`config.mk`:
```
export PLATFORM = sky130hd
export DESIGN_NAME = brm_switch
export DESIGN_NICKNAME = d
export VERILOG_FILES = /design/src/rtl/brm_pkg.sv /design/src/rtl/brm_sync.sv /design/src/rtl/brm_switch.sv
export SDC_FILE = /design/constraint.sdc
export NUM_CORES = 1
export LEC_CHECK = 0
export BUFFER_PORTS_ARGS = -buffer_cell sky130_fd_sc_hd__buf_2
export CORE_MARGIN = 2
export CORE_UTILIZATION = 51
export CTS_CLUSTER_DIAMETER = 80
export DETAILED_ROUTE_END_ITERATION = 6
export GPL_ROUTABILITY_DRIVEN = 0
export PLACE_DENSITY = 0.76
export SLEW_MARGIN = 10
export SYNTH_ARGS = -nofsm -noshare
export SYNTH_HDL_FRONTEND = slang
export SYNTH_HIERARCHICAL = 1
export SYNTH_SLANG_ARGS = --single-unit
export TNS_END_PERCENT = 20
```
`constraint.sdc`:
```
create_clock -name clk -period 1.9 [get_ports clk]
set_input_delay 0.095 -clock clk [delete_from_list [all_inputs] [get_ports clk]]
set_output_delay 0.095 -clock clk [all_outputs]
set_load 0.02 [all_outputs]
```
`src/rtl/brm_pkg.sv`:
```
// Shared constants and types for the broadcast route and acknowledgement merge block.
// Assumes eight byte links and route bytes with three-bit link bounds.
package brm_pkg;

    // Link count and route byte layout
    localparam int         NUM_LINKS      = 8;
    localparam int         LINK_IDX_W     = 3;
    localparam int         BOUND_W        = 3;
    localparam int         LOWER_LSB      = 0;
    localparam int         PRIO_BIT       = 3;
    localparam int         UPPER_LSB      = 4;
    localparam int         PARITY_BIT     = 7;
    localparam logic [2:0] BOUND_TOP      = 3'h7;
    localparam logic [2:0] BOUND_BOTTOM   = 3'h0;

    // Downward link limit taken from the error pin after reset
    localparam logic [2:0] LIMIT_PIN_HIGH = 3'h3;
    localparam logic [2:0] LIMIT_PIN_LOW  = 3'h7;
    localparam logic [2:0] LIMIT_RESET    = 3'h7;
    // Cycles after reset release before the synchronised pin is trusted
    localparam logic [1:0] STRAP_WAIT     = 2'h3;

    // Error flags, two per link
    localparam int         ERR_PER_LINK   = 2;
    localparam int         ERR_PHASE      = 0;
    localparam int         ERR_DATA       = 1;
    localparam int         ERR_W          = NUM_LINKS * ERR_PER_LINK;

    // Link reset hold after a line protocol error
    localparam int         LINK_RESET_CYCLES = 256;
    localparam int         RST_CNT_W         = 9;
    localparam logic [8:0] LINK_RESET_LOAD   = 9'(LINK_RESET_CYCLES - 1);

    // Width of the error pin and link-side inputs passed through the synchroniser
    localparam int         SYNC_W = 4 * NUM_LINKS + 3;

    typedef enum logic [1:0] {
        ST_IDLE,
        ST_FORWARD,
        ST_HOLD,
        ST_TAIL
    } brm_state_t;

endpackage

```
`src/rtl/brm_sync.sv`:
```
// Two-stage synchroniser for levels entering from outside the clk domain.
// Assumes the inputs are levels that stay put for at least two clk periods.
module brm_sync #(
    parameter int WIDTH = 1
) (
    // Clock and reset
    input  wire logic             clk,
    input  wire logic             arst_n,
    // Data
    input  wire logic [WIDTH-1:0] din,
    output logic      [WIDTH-1:0] dout
);

    logic [WIDTH-1:0] stage1;

    // The first stage feeds only the second stage
    for (genvar b = 0; b < WIDTH; b++) begin : g_bit
        always_ff @(posedge clk or negedge arst_n) begin
            if (!arst_n) begin
                stage1[b] <= 1'b0;
                dout[b]   <= 1'b0;
            end else begin
                stage1[b] <= din[b];
                dout[b]   <= stage1[b];
            end
        end
    end

endmodule // brm_sync

```
`src/rtl/brm_switch.sv`:
```
// Broadcast route rewriting, acknowledgement merging and link error flags
// for one switch input of an eight-link byte switch.
// Assumes route bytes come from same-clock logic and link events arrive as
// levels sampled on the rising edge of the free-running link clock.

//Contract
// Sample error pin at reset exit for limit.
// Error pin released while in reset.
// Configuration write overrides the downward limit.
// Route byte holds upper and lower bounds.
// Rewrite later bytes per output edge position.
// Upper bound seven becomes the downward limit.
// Full-range broadcast bytes pass unchanged.
// Flip parity only for changed bits.
// Sender waits for an answer before end marker.
// Receiver accepts only when ack requested.
// Answer only after all outputs answered.
// Any reject gives one merged reject.
// Connection held until end marker arrives.
// Sender follows the broadcast packet sequence.
// End markers release the switch connection.
// Sticky flag per link per error type.
// All flags ORed onto error pin.
// Flags clear only by clear or reset.
// Phase loss sets the phase flag.
// Invalid symbol sets the data flag.
// Line error holds link reset 256 cycles.
// Errors close packets and notify both ends.
// Bit three priority, odd parity byte.
// Outputs from lower to upper inclusive.
// Fixed route byte field positions.
module brm_switch (
    // Clock and reset
    input  wire logic                      clk,
    input  wire logic                      arst_n,
    // Open-drain error pin
    input  wire logic                      errPinIn,
    output logic                           errPinOut,
    output logic                           errPinOe_n,
    // Configuration
    input  wire logic                      cfgLimitWrite,
    input  wire logic [2:0]                cfgLimit,
    output logic      [2:0]                downLinkLimit,
    // Error flags
    input  wire logic [brm_pkg::ERR_W-1:0] errFlagClear,
    output logic      [brm_pkg::ERR_W-1:0] errFlags,
    // Route bytes from the receiving input
    input  wire logic [2:0]                srcLink,
    input  wire logic                      routeValid,
    input  wire logic [7:0]                routeByte,
    input  wire logic                      nextRouteValid,
    input  wire logic [7:0]                nextRouteByte,
    // Route bytes to the outputs
    output logic      [7:0]                outSel,
    output logic                           outRouteValid,
    output logic      [7:0][7:0]           outRouteByte,
    // Link clock and link events
    input  wire logic                      linkClk,
    input  wire logic [7:0]                ackAcceptIn,
    input  wire logic [7:0]                ackRejectIn,
    input  wire logic                      eopIn,
    input  wire logic [7:0]                rxPhaseLost,
    input  wire logic [7:0]                rxSymInvalid,
    // Answers and link control
    output logic                           ackOutValid,
    output logic                           ackOutAccept,
    output logic                           eopOut,
    output logic                           badEopOut,
    output logic      [7:0]                linkReset
);

    typedef struct packed {
        brm_pkg::brm_state_t               state;
        logic [1:0]                        strapCnt;
        logic                              strapDone;
        logic [2:0]                        limit;
        logic [brm_pkg::ERR_W-1:0]         flags;
        logic                              errOe_n;
        logic                              linkClkQ;
        logic [2:0]                        src;
        logic [7:0]                        sel;
        logic [2:0]                        lowest;
        logic [2:0]                        highest;
        logic                              bcast;
        logic [7:0]                        pending;
        logic                              anyReject;
        logic                              ackSent;
        logic                              ackOutValid;
        logic                              ackOutAccept;
        logic                              outRouteValid;
        logic [7:0][7:0]                   outRouteByte;
        logic                              eopOut;
        logic                              badEopOut;
        logic [7:0][brm_pkg::RST_CNT_W-1:0] rstCnt;
        logic [7:0]                        linkReset;
    } brm_regs_t;

    brm_regs_t r;
    brm_regs_t next_r;

    logic [brm_pkg::SYNC_W-1:0] syncIn;
    logic [brm_pkg::SYNC_W-1:0] syncOut;

    // Pin levels and link-side events cross through two flip-flops
    assign syncIn = {errPinIn, linkClk, eopIn, ackAcceptIn, ackRejectIn,
                     rxPhaseLost, rxSymInvalid};

    brm_sync #(
        .WIDTH (brm_pkg::SYNC_W)
    ) u_sync (
        .clk    (clk),
        .arst_n (arst_n),
        .din    (syncIn),
        .dout   (syncOut)
    );

    always_comb begin
        logic       pinS;
        logic       lcS;
        logic       edgeS;
        logic       eopEv;
        logic [7:0] accEv;
        logic [7:0] rejEv;
        logic [7:0] phaseEv;
        logic [7:0] dataEv;
        logic [7:0] lineErr;
        logic [7:0] mask;
        logic [7:0] srcMask;
        logic [brm_pkg::ERR_W-1:0] setVec;
        logic [2:0] lo;
        logic [2:0] up;
        logic       pri;
        logic [7:0] nb;
        logic [7:0] pend;
        logic       rej;
        pinS    = syncOut[brm_pkg::SYNC_W-1];
        lcS     = syncOut[brm_pkg::SYNC_W-2];
        // Events count only on a synced link clock rise
        edgeS   = lcS & ~r.linkClkQ;
        eopEv   = edgeS & syncOut[brm_pkg::SYNC_W-3];
        accEv   = edgeS ? syncOut[31:24] : 8'h00;
        rejEv   = edgeS ? syncOut[23:16] : 8'h00;
        phaseEv = edgeS ? syncOut[15:8] : 8'h00;
        dataEv  = edgeS ? syncOut[7:0] : 8'h00;
        lineErr = phaseEv | dataEv;
        mask    = 8'h00;
        srcMask = 8'h00;
        setVec  = '0;
        // fixed field positions
        lo      = routeByte[brm_pkg::LOWER_LSB +: brm_pkg::BOUND_W];
        up      = routeByte[brm_pkg::UPPER_LSB +: brm_pkg::BOUND_W];
        pri     = routeByte[brm_pkg::PRIO_BIT];
        nb      = 8'h00;
        pend    = r.pending;
        rej     = r.anyReject;

        next_r               = r;
        next_r.linkClkQ      = lcS;
        next_r.ackOutValid   = 1'b0;
        next_r.outRouteValid = 1'b0;
        next_r.eopOut        = 1'b0;
        next_r.badEopOut     = 1'b0;

        // Wait lets the synchronised pin settle first
        // strap limit from pin
        if (!r.strapDone) begin
            if (r.strapCnt == brm_pkg::STRAP_WAIT) begin
                next_r.limit     = pinS ? brm_pkg::LIMIT_PIN_HIGH : brm_pkg::LIMIT_PIN_LOW;
                next_r.strapDone = 1'b1;
            end else begin
                next_r.strapCnt = r.strapCnt + 2'h1;
            end
        end

        // configuration write wins
        if (cfgLimitWrite) begin
            next_r.limit = cfgLimit;
        end

        for (int i = 0; i < brm_pkg::NUM_LINKS; i++) begin
            // phase loss flag
            setVec[i * brm_pkg::ERR_PER_LINK + brm_pkg::ERR_PHASE] = phaseEv[i];
            // invalid symbol flag
            setVec[i * brm_pkg::ERR_PER_LINK + brm_pkg::ERR_DATA]  = dataEv[i];
            // A retrigger reloads the full hold
            // hold link reset
            if (lineErr[i]) begin
                next_r.rstCnt[i]    = brm_pkg::LINK_RESET_LOAD;
                next_r.linkReset[i] = 1'b1;
            end else if (r.rstCnt[i] != '0) begin
                next_r.rstCnt[i] = r.rstCnt[i] - 9'h001;
            end else begin
                next_r.linkReset[i] = 1'b0;
            end
        end

        // per-link sticky bits
        // set beats clear
        next_r.flags = (r.flags & ~errFlagClear) | setVec;

        // upper seven becomes limit
        if (pri && up == brm_pkg::BOUND_TOP && r.limit != brm_pkg::BOUND_TOP) begin
            up = r.limit;
        end

        // decode bounds
        // inclusive output range
        for (int i = 0; i < brm_pkg::NUM_LINKS; i++) begin
            mask[i]    = (3'(i) >= lo) && (3'(i) <= up);
            srcMask[i] = (3'(i) == r.src);
        end

        case (r.state)
            brm_pkg::ST_IDLE, brm_pkg::ST_TAIL: begin
                // second marker releases outputs
                if (r.state == brm_pkg::ST_TAIL && eopEv) begin
                    next_r.eopOut = 1'b1;
                    next_r.sel    = 8'h00;
                    next_r.state  = brm_pkg::ST_IDLE;
                end else if (routeValid) begin
                    next_r.src       = srcLink;
                    next_r.sel       = mask;
                    next_r.pending   = mask;
                    next_r.lowest    = lo;
                    next_r.highest   = up;
                    next_r.bcast     = pri;
                    next_r.anyReject = 1'b0;
                    next_r.ackSent   = 1'b0;
                    next_r.state     = brm_pkg::ST_FORWARD;
                    // Nobody to ask, so the sender gets a reject at once
                    if (mask == 8'h00) begin
                        next_r.ackOutValid  = 1'b1;
                        next_r.ackOutAccept = 1'b0;
                        next_r.ackSent      = 1'b1;
                        next_r.state        = brm_pkg::ST_HOLD;
                    end
                end
            end

            brm_pkg::ST_FORWARD: begin
                if (nextRouteValid) begin
                    next_r.outRouteValid = 1'b1;
                    for (int i = 0; i < brm_pkg::NUM_LINKS; i++) begin
                        nb = nextRouteByte;
                        // Range edges keep their outer bound
                        // edge-dependent rewrite
                        // only broadcast bytes
                        if (r.bcast && nextRouteByte[brm_pkg::PRIO_BIT]) begin
                            if (3'(i) >= r.lowest && 3'(i) < r.highest) begin
                                nb[brm_pkg::UPPER_LSB +: brm_pkg::BOUND_W] = brm_pkg::BOUND_TOP;
                            end
                            if (3'(i) > r.lowest && 3'(i) <= r.highest) begin
                                nb[brm_pkg::LOWER_LSB +: brm_pkg::BOUND_W] =
                                    brm_pkg::BOUND_BOTTOM;
                            end
                        end

                        // full range stays equal
                        // toggle parity by change
                        nb[brm_pkg::PARITY_BIT] = nextRouteByte[brm_pkg::PARITY_BIT]
                            ^ (^(nb[6:0] ^ nextRouteByte[6:0]));
                        next_r.outRouteByte[i] = nb;
                    end
                end

                // remember any reject
                rej  = r.anyReject | (|(rejEv & r.pending));
                pend = r.pending & ~(accEv | rejEv);
                next_r.anyReject = rej;
                next_r.pending   = pend;

                // answer once all answered
                if (pend == 8'h00) begin
                    next_r.ackOutValid  = 1'b1;
                    next_r.ackOutAccept = ~rej;
                    next_r.ackSent      = 1'b1;
                    next_r.state        = brm_pkg::ST_HOLD;
                end
            end

            brm_pkg::ST_HOLD: begin
                // wait for first marker
                if (eopEv) begin
                    next_r.eopOut = 1'b1;
                    next_r.state  = brm_pkg::ST_TAIL;
                end
            end

            default: begin
                next_r.state = brm_pkg::ST_IDLE;
            end
        endcase

        // Error teardown overrides the state decision above
        // terminate affected packet
        if (r.state != brm_pkg::ST_IDLE && (|(lineErr & (r.sel | srcMask)))) begin
            next_r.badEopOut = 1'b1;
            // reject if still unanswered
            if (!r.ackSent) begin
                next_r.ackOutValid  = 1'b1;
                next_r.ackOutAccept = 1'b0;
            end
            next_r.eopOut        = 1'b0;
            next_r.outRouteValid = 1'b0;
            next_r.ackSent       = 1'b1;
            next_r.sel           = 8'h00;
            next_r.pending       = 8'h00;
            next_r.state         = brm_pkg::ST_IDLE;
        end

        // Releasing the pin lets the pull resistor set the strap
        // released until strap taken
        // OR of all flags
        next_r.errOe_n = ~(next_r.strapDone & (|next_r.flags));
    end

    always_ff @(posedge clk or negedge arst_n) begin
        if (!arst_n) begin
            r              <= '0;
            r.state        <= brm_pkg::ST_IDLE;
            // Limit reads seven until the pin is strapped
            r.limit        <= brm_pkg::LIMIT_RESET;
            r.errOe_n      <= 1'b1;
        end else begin
            r <= next_r;
        end
    end

    // Open drain: only ever pulls low
    assign errPinOut     = 1'b0;
    assign errPinOe_n    = r.errOe_n;
    assign downLinkLimit = r.limit;
    assign errFlags      = r.flags;
    assign outSel        = r.sel;
    assign outRouteValid = r.outRouteValid;
    assign outRouteByte  = r.outRouteByte;
    assign ackOutValid   = r.ackOutValid;
    assign ackOutAccept  = r.ackOutAccept;
    assign eopOut        = r.eopOut;
    assign badEopOut     = r.badEopOut;
    assign linkReset     = r.linkReset;

endmodule // brm_switch

```
==> load_flow_metrics.sql <==
INSERT INTO impl_metrics (metric_group, metric, value, unit) VALUES
('clocking', 'numCtsBuffers', '28', ''),
('detailed_routing', 'remaining_drc_errors', '0', ''),
('placement', 'place.detailed.hpwl', '18880', 'um'),
('critical_path', 'worst_r2r_startpoint', 'r[77]$_DFFE_PN0P_', ''),
('critical_path', 'r2r_slack', '-260', 'ps'),
('global_route', 'vias_in_the_first_global_route', '9211', ''),
('critical_path', 'data_arrival_at_the_endpoint_of_the_critical_path', '2580', 'ps'),
('detailed_routing', 'dr.first_iter.drc_count', '639', ''),
('finish', 'final_util', '68.38', '%'),
('synthesis', 'netlist_top_cells_area', 'sky130_fd_sc_hd__dfrtp_1 (57%), sky130_fd_sc_hd__buf_4 (6.5%), sky130_fd_sc_hd__nand2_1 (5.8%)', ''),
('synthesis', 'synth.distinct_cells', '62', ''),
('synthesis', 'synth.yosys.seq_area_share', '57.67', '%'),
('synthesis', 'number_of_synthesized_flops_with_an_enable_pin', '0', ''),
('critical_path', 'worstSetupEndpointType', 'flop', ''),
('pwr', 'vdd.ir_drop.worst', '0.7449', 'mV'),
('detailed_routing', 'ant_nets', '0', ''),
('finish', 'area_delta_synth_final', '32.81', '%'),
('job', 'cap_violations', '0', ''),
('clocking', 'clk_transition_reported_paths', '60', 'ps'),
('synthesis', 'syn_nets', '1176', ''),
('finish', 'n_fill_cell', '1520', ''),
('pwr', 'seqPwrFrac', '38.3', '%'),
('pwr', 'leakagePower', '7.070', 'nW'),
('finish', 'final_layout_size_suffix_gt1_share', '34.24', '%'),
('pwr', 'internal_power', '13.51', 'mW'),
('timing', 'min_period_over_period', '113.7', '%'),
('critical_path', 'timing.critical_path.cells', 'or4_4 -> or4_4 -> nand2b_4 -> or4_4 -> xor2_1 -> nand2_1', ''),
('synthesis', 'yosys-top-cells-count', 'sky130_fd_sc_hd__dfrtp_1 (262), sky130_fd_sc_hd__nand2_1 (180), sky130_fd_sc_hd__buf_4 (100)', ''),
('pwr', 'p_sw_share', '35.31', '%'),
('die', 'fp.dieArea', '23870', 'um^2'),
('worst_hold_path', 'worst_hold_path_type', 'in2async', ''),
('synthesis', 'synthFlopType', 'sky130_fd_sc_hd__dfrtp_1', ''),
('synthesis', 'synthesis.instances', '1084', ''),
('critical_path', 'cp.required', '2320', 'ps'),
('pwr', 'power-per-cell-area', '1361', 'nW/um^2'),
('die', 'design.portCount', '184', ''),
('global_route', 'grt_first_pass_wirelength', '46730', 'um'),
('synthesis', 'yosys.cell_count.top_type', 'sky130_fd_sc_hd__dfrtp_1', ''),
('detailed_routing', 'vias_per_cell', '5.382', ''),
('clocking', 'clock_tree.htree_level_count', '1', ''),
('timing', 'timing.final.ws_setup', '-260.5', 'ps'),
('die', 'chipWidth', '154.5', 'um'),
('synthesis', 'synthDominantCellAreaShare', '56.76', '%'),
('critical_path', 'critical_path_class', 'reg2reg', ''),
('pwr', 'comb_power_share', '34.4', '%'),
('timing', 'finalSetupViolations', '65', ''),
('critical_path', 'timing.critical_path.mode_cell', 'sky130_fd_sc_hd__or4_4', ''),
('clocking', 'clock-sinks', '266', ''),
('timing', 'period_minus_slack', '2161', 'ps'),
('timing', 'skew', '13.47', 'ps'),
('critical_path', 'cp_slowest_stage_delay', '570', 'ps'),
('critical_path', 'worstPathMaxFanout', '3', ''),
('clocking', 'clk-insertion-delay-late', '540', 'ps'),
('status', 'failing_checks', 'setup timing', ''),
('clocking', 'maximum_buffer_depth_of_the_clock_tree', '3', ''),
('synthesis', 'async_reset_ff_share', '100.0', '%'),
('detailed_routing', 'drt-wirelength-per-cell', '17.90', 'um'),
('timing', 'clock.fmax', '462.8', 'MHz'),
('timing', 'finalHoldViolations', '0', ''),
('critical_path', 'rr_endpoint', 'r[77]$_DFFE_PN0P_', ''),
('timing', 'setup_total_negative_slack', '-6278', 'ps'),
('global_route', 'antenna_violations_before_repair', '1', ''),
('pwr', 'pwr-share-clk', '27.2', '%'),
('global_route', 'grt_max_degree', '72', ''),
('finish', 'finish.net_count', '1474', ''),
('clocking', 'clk_root_buffer_cell', 'sky130_fd_sc_hd__clkbuf_16', ''),
('critical_path', 'critical_path.startpoint', 'r[77]$_DFFE_PN0P_', ''),
('timing', 'finalMaxSlewViolations', '0', ''),
('clocking', 'cts_tree', 'built', ''),
('status', 'outcome', 'finished, violations left', ''),
('detailed_routing', 'routed-via-count', '9090', '');
## area by class of cell
type	count	share of cell area (%)
tap	285	2.324
inverter	44	1.077
sequential	266	43.42
clock inverter	10	0.8727
timing repair buffer	403	18.81
antenna	2	0.03262
clock buffer	40	5.456
multi-input combinational	639	28.01
## worst max path at each step
stage,endpoint,slack (ps),cells after the start
after detailed placement,r[202]$_DFFE_PN0P_,-230,7
final,r[77]$_DFFE_PN0P_,-260,6
after floorplan,r[42]$_DFFE_PN0P_,-200,7
after CTS,r[60]$_DFFE_PN0P_,-180,6
after global placement,r[60]$_DFFE_PN0P_,-170,6
after global routing,r[77]$_DFFE_PN0P_,-320,6
## stage by stage
stage          power, mW  cells  cell area, um^2  hold slack [ps]
2_1_floorplan      12.63   1084            11670           -200.6
3_3_place_gp       14.05   1533            12940            37.69
3_5_place_dp       14.28   1533            12940            35.08
4_1_cts            20.31   1670            14880            47.25
5_1_grt            21.96   1688            15340            71.28
6_report           20.88   1689            15340            69.02
## logic make-up after synthesis
logic type | synth area share (%)
flip-flops | 57.67
adder cells (fa/ha/maj) | 1.516
other | 0.03246
AND/OR/NAND/NOR | 16.41
buffers and inverters | 9.142
XOR/XNOR | 3.943
multiplexers | 0.1950
AO/OA/AOI/OAI | 11.09
## critical path, delay by kind of cell (launching register included)
kind / cells / cell delay, ps
and+or+nand+nor: 5 / 1440
DFF: 1 / 380
xor gates and xnor gates: 1 / 210
## registers in the layout, indices dropped and copies added, names as in the netlist, 3 cells and up
signal and cells:
r 98, outRouteByte 57, u_sync/dout 35, u_sync/stage1 35, errFlags 16, linkReset 8
outSel 8, downLinkLimit 3
## power by group through the flow
stage / combinational (mW) / clock [mW] / sequential (mW)
2_1_floorplan: 4.78 / 0 / 7.86
3_3_place_gp: 6.08 / 0 / 7.97
3_5_place_dp: 6.26 / 0 / 8.02
4_1_cts: 6.63 / 5.75 / 7.94
5_1_grt: 7.80 / 6.02 / 8.14
6_report: 7.19 / 5.69 / 8.00
## cell usage in the layout, fill, tap and decap left out, types with 8 or more instances in the layout
master                          instances
sky130_fd_sc_hd__a21oi_1               16
sky130_fd_sc_hd__a21oi_2                8
sky130_fd_sc_hd__a22oi_1               12
sky130_fd_sc_hd__and3_1                 9
sky130_fd_sc_hd__buf_2                181
sky130_fd_sc_hd__buf_4                123
sky130_fd_sc_hd__buf_6                 16
sky130_fd_sc_hd__clkbuf_16             29
sky130_fd_sc_hd__dfrtp_1              262
sky130_fd_sc_hd__dlygate4sd3_1         78
sky130_fd_sc_hd__ha_1                  10
sky130_fd_sc_hd__inv_1                 41
sky130_fd_sc_hd__nand2_1              177
sky130_fd_sc_hd__nand2b_1              22
sky130_fd_sc_hd__nand3_1               16
sky130_fd_sc_hd__nor2_1                39
sky130_fd_sc_hd__nor2b_1                9
sky130_fd_sc_hd__o21ai_0               63
sky130_fd_sc_hd__o21ai_1               26
sky130_fd_sc_hd__o21ai_2               12
sky130_fd_sc_hd__o22a_1                21
sky130_fd_sc_hd__o311a_1               10
sky130_fd_sc_hd__or4_4                 20
sky130_fd_sc_hd__xnor2_1               31
sky130_fd_sc_hd__xor2_1                14
## per-layer routing
| layer | share of wire [%] | global-route usage, % | vias to the layer above |
|---|---|---|---|
| met5 | 0 | 0 | - |
| met2 | 50 | 41.35 | 370 |
| li1 | - | - | 4184 |
| met4 | 3.1 | 8.862 | 0 |
| met1 | 41 | 31.41 | 4463 |
| met3 | 6.0 | 3.642 | 73 |
## what timing repair did
action,in CTS,in global routing
endpoints found under the hold margin,334,0
pin swaps,29,34
gates resized for setup,46,78
setup endpoints to repair,73,121
cloned,0,1
buffers inserted,10,16
hold buffers,78,0
No activity file was read; power rests on OpenSTA's default activity.
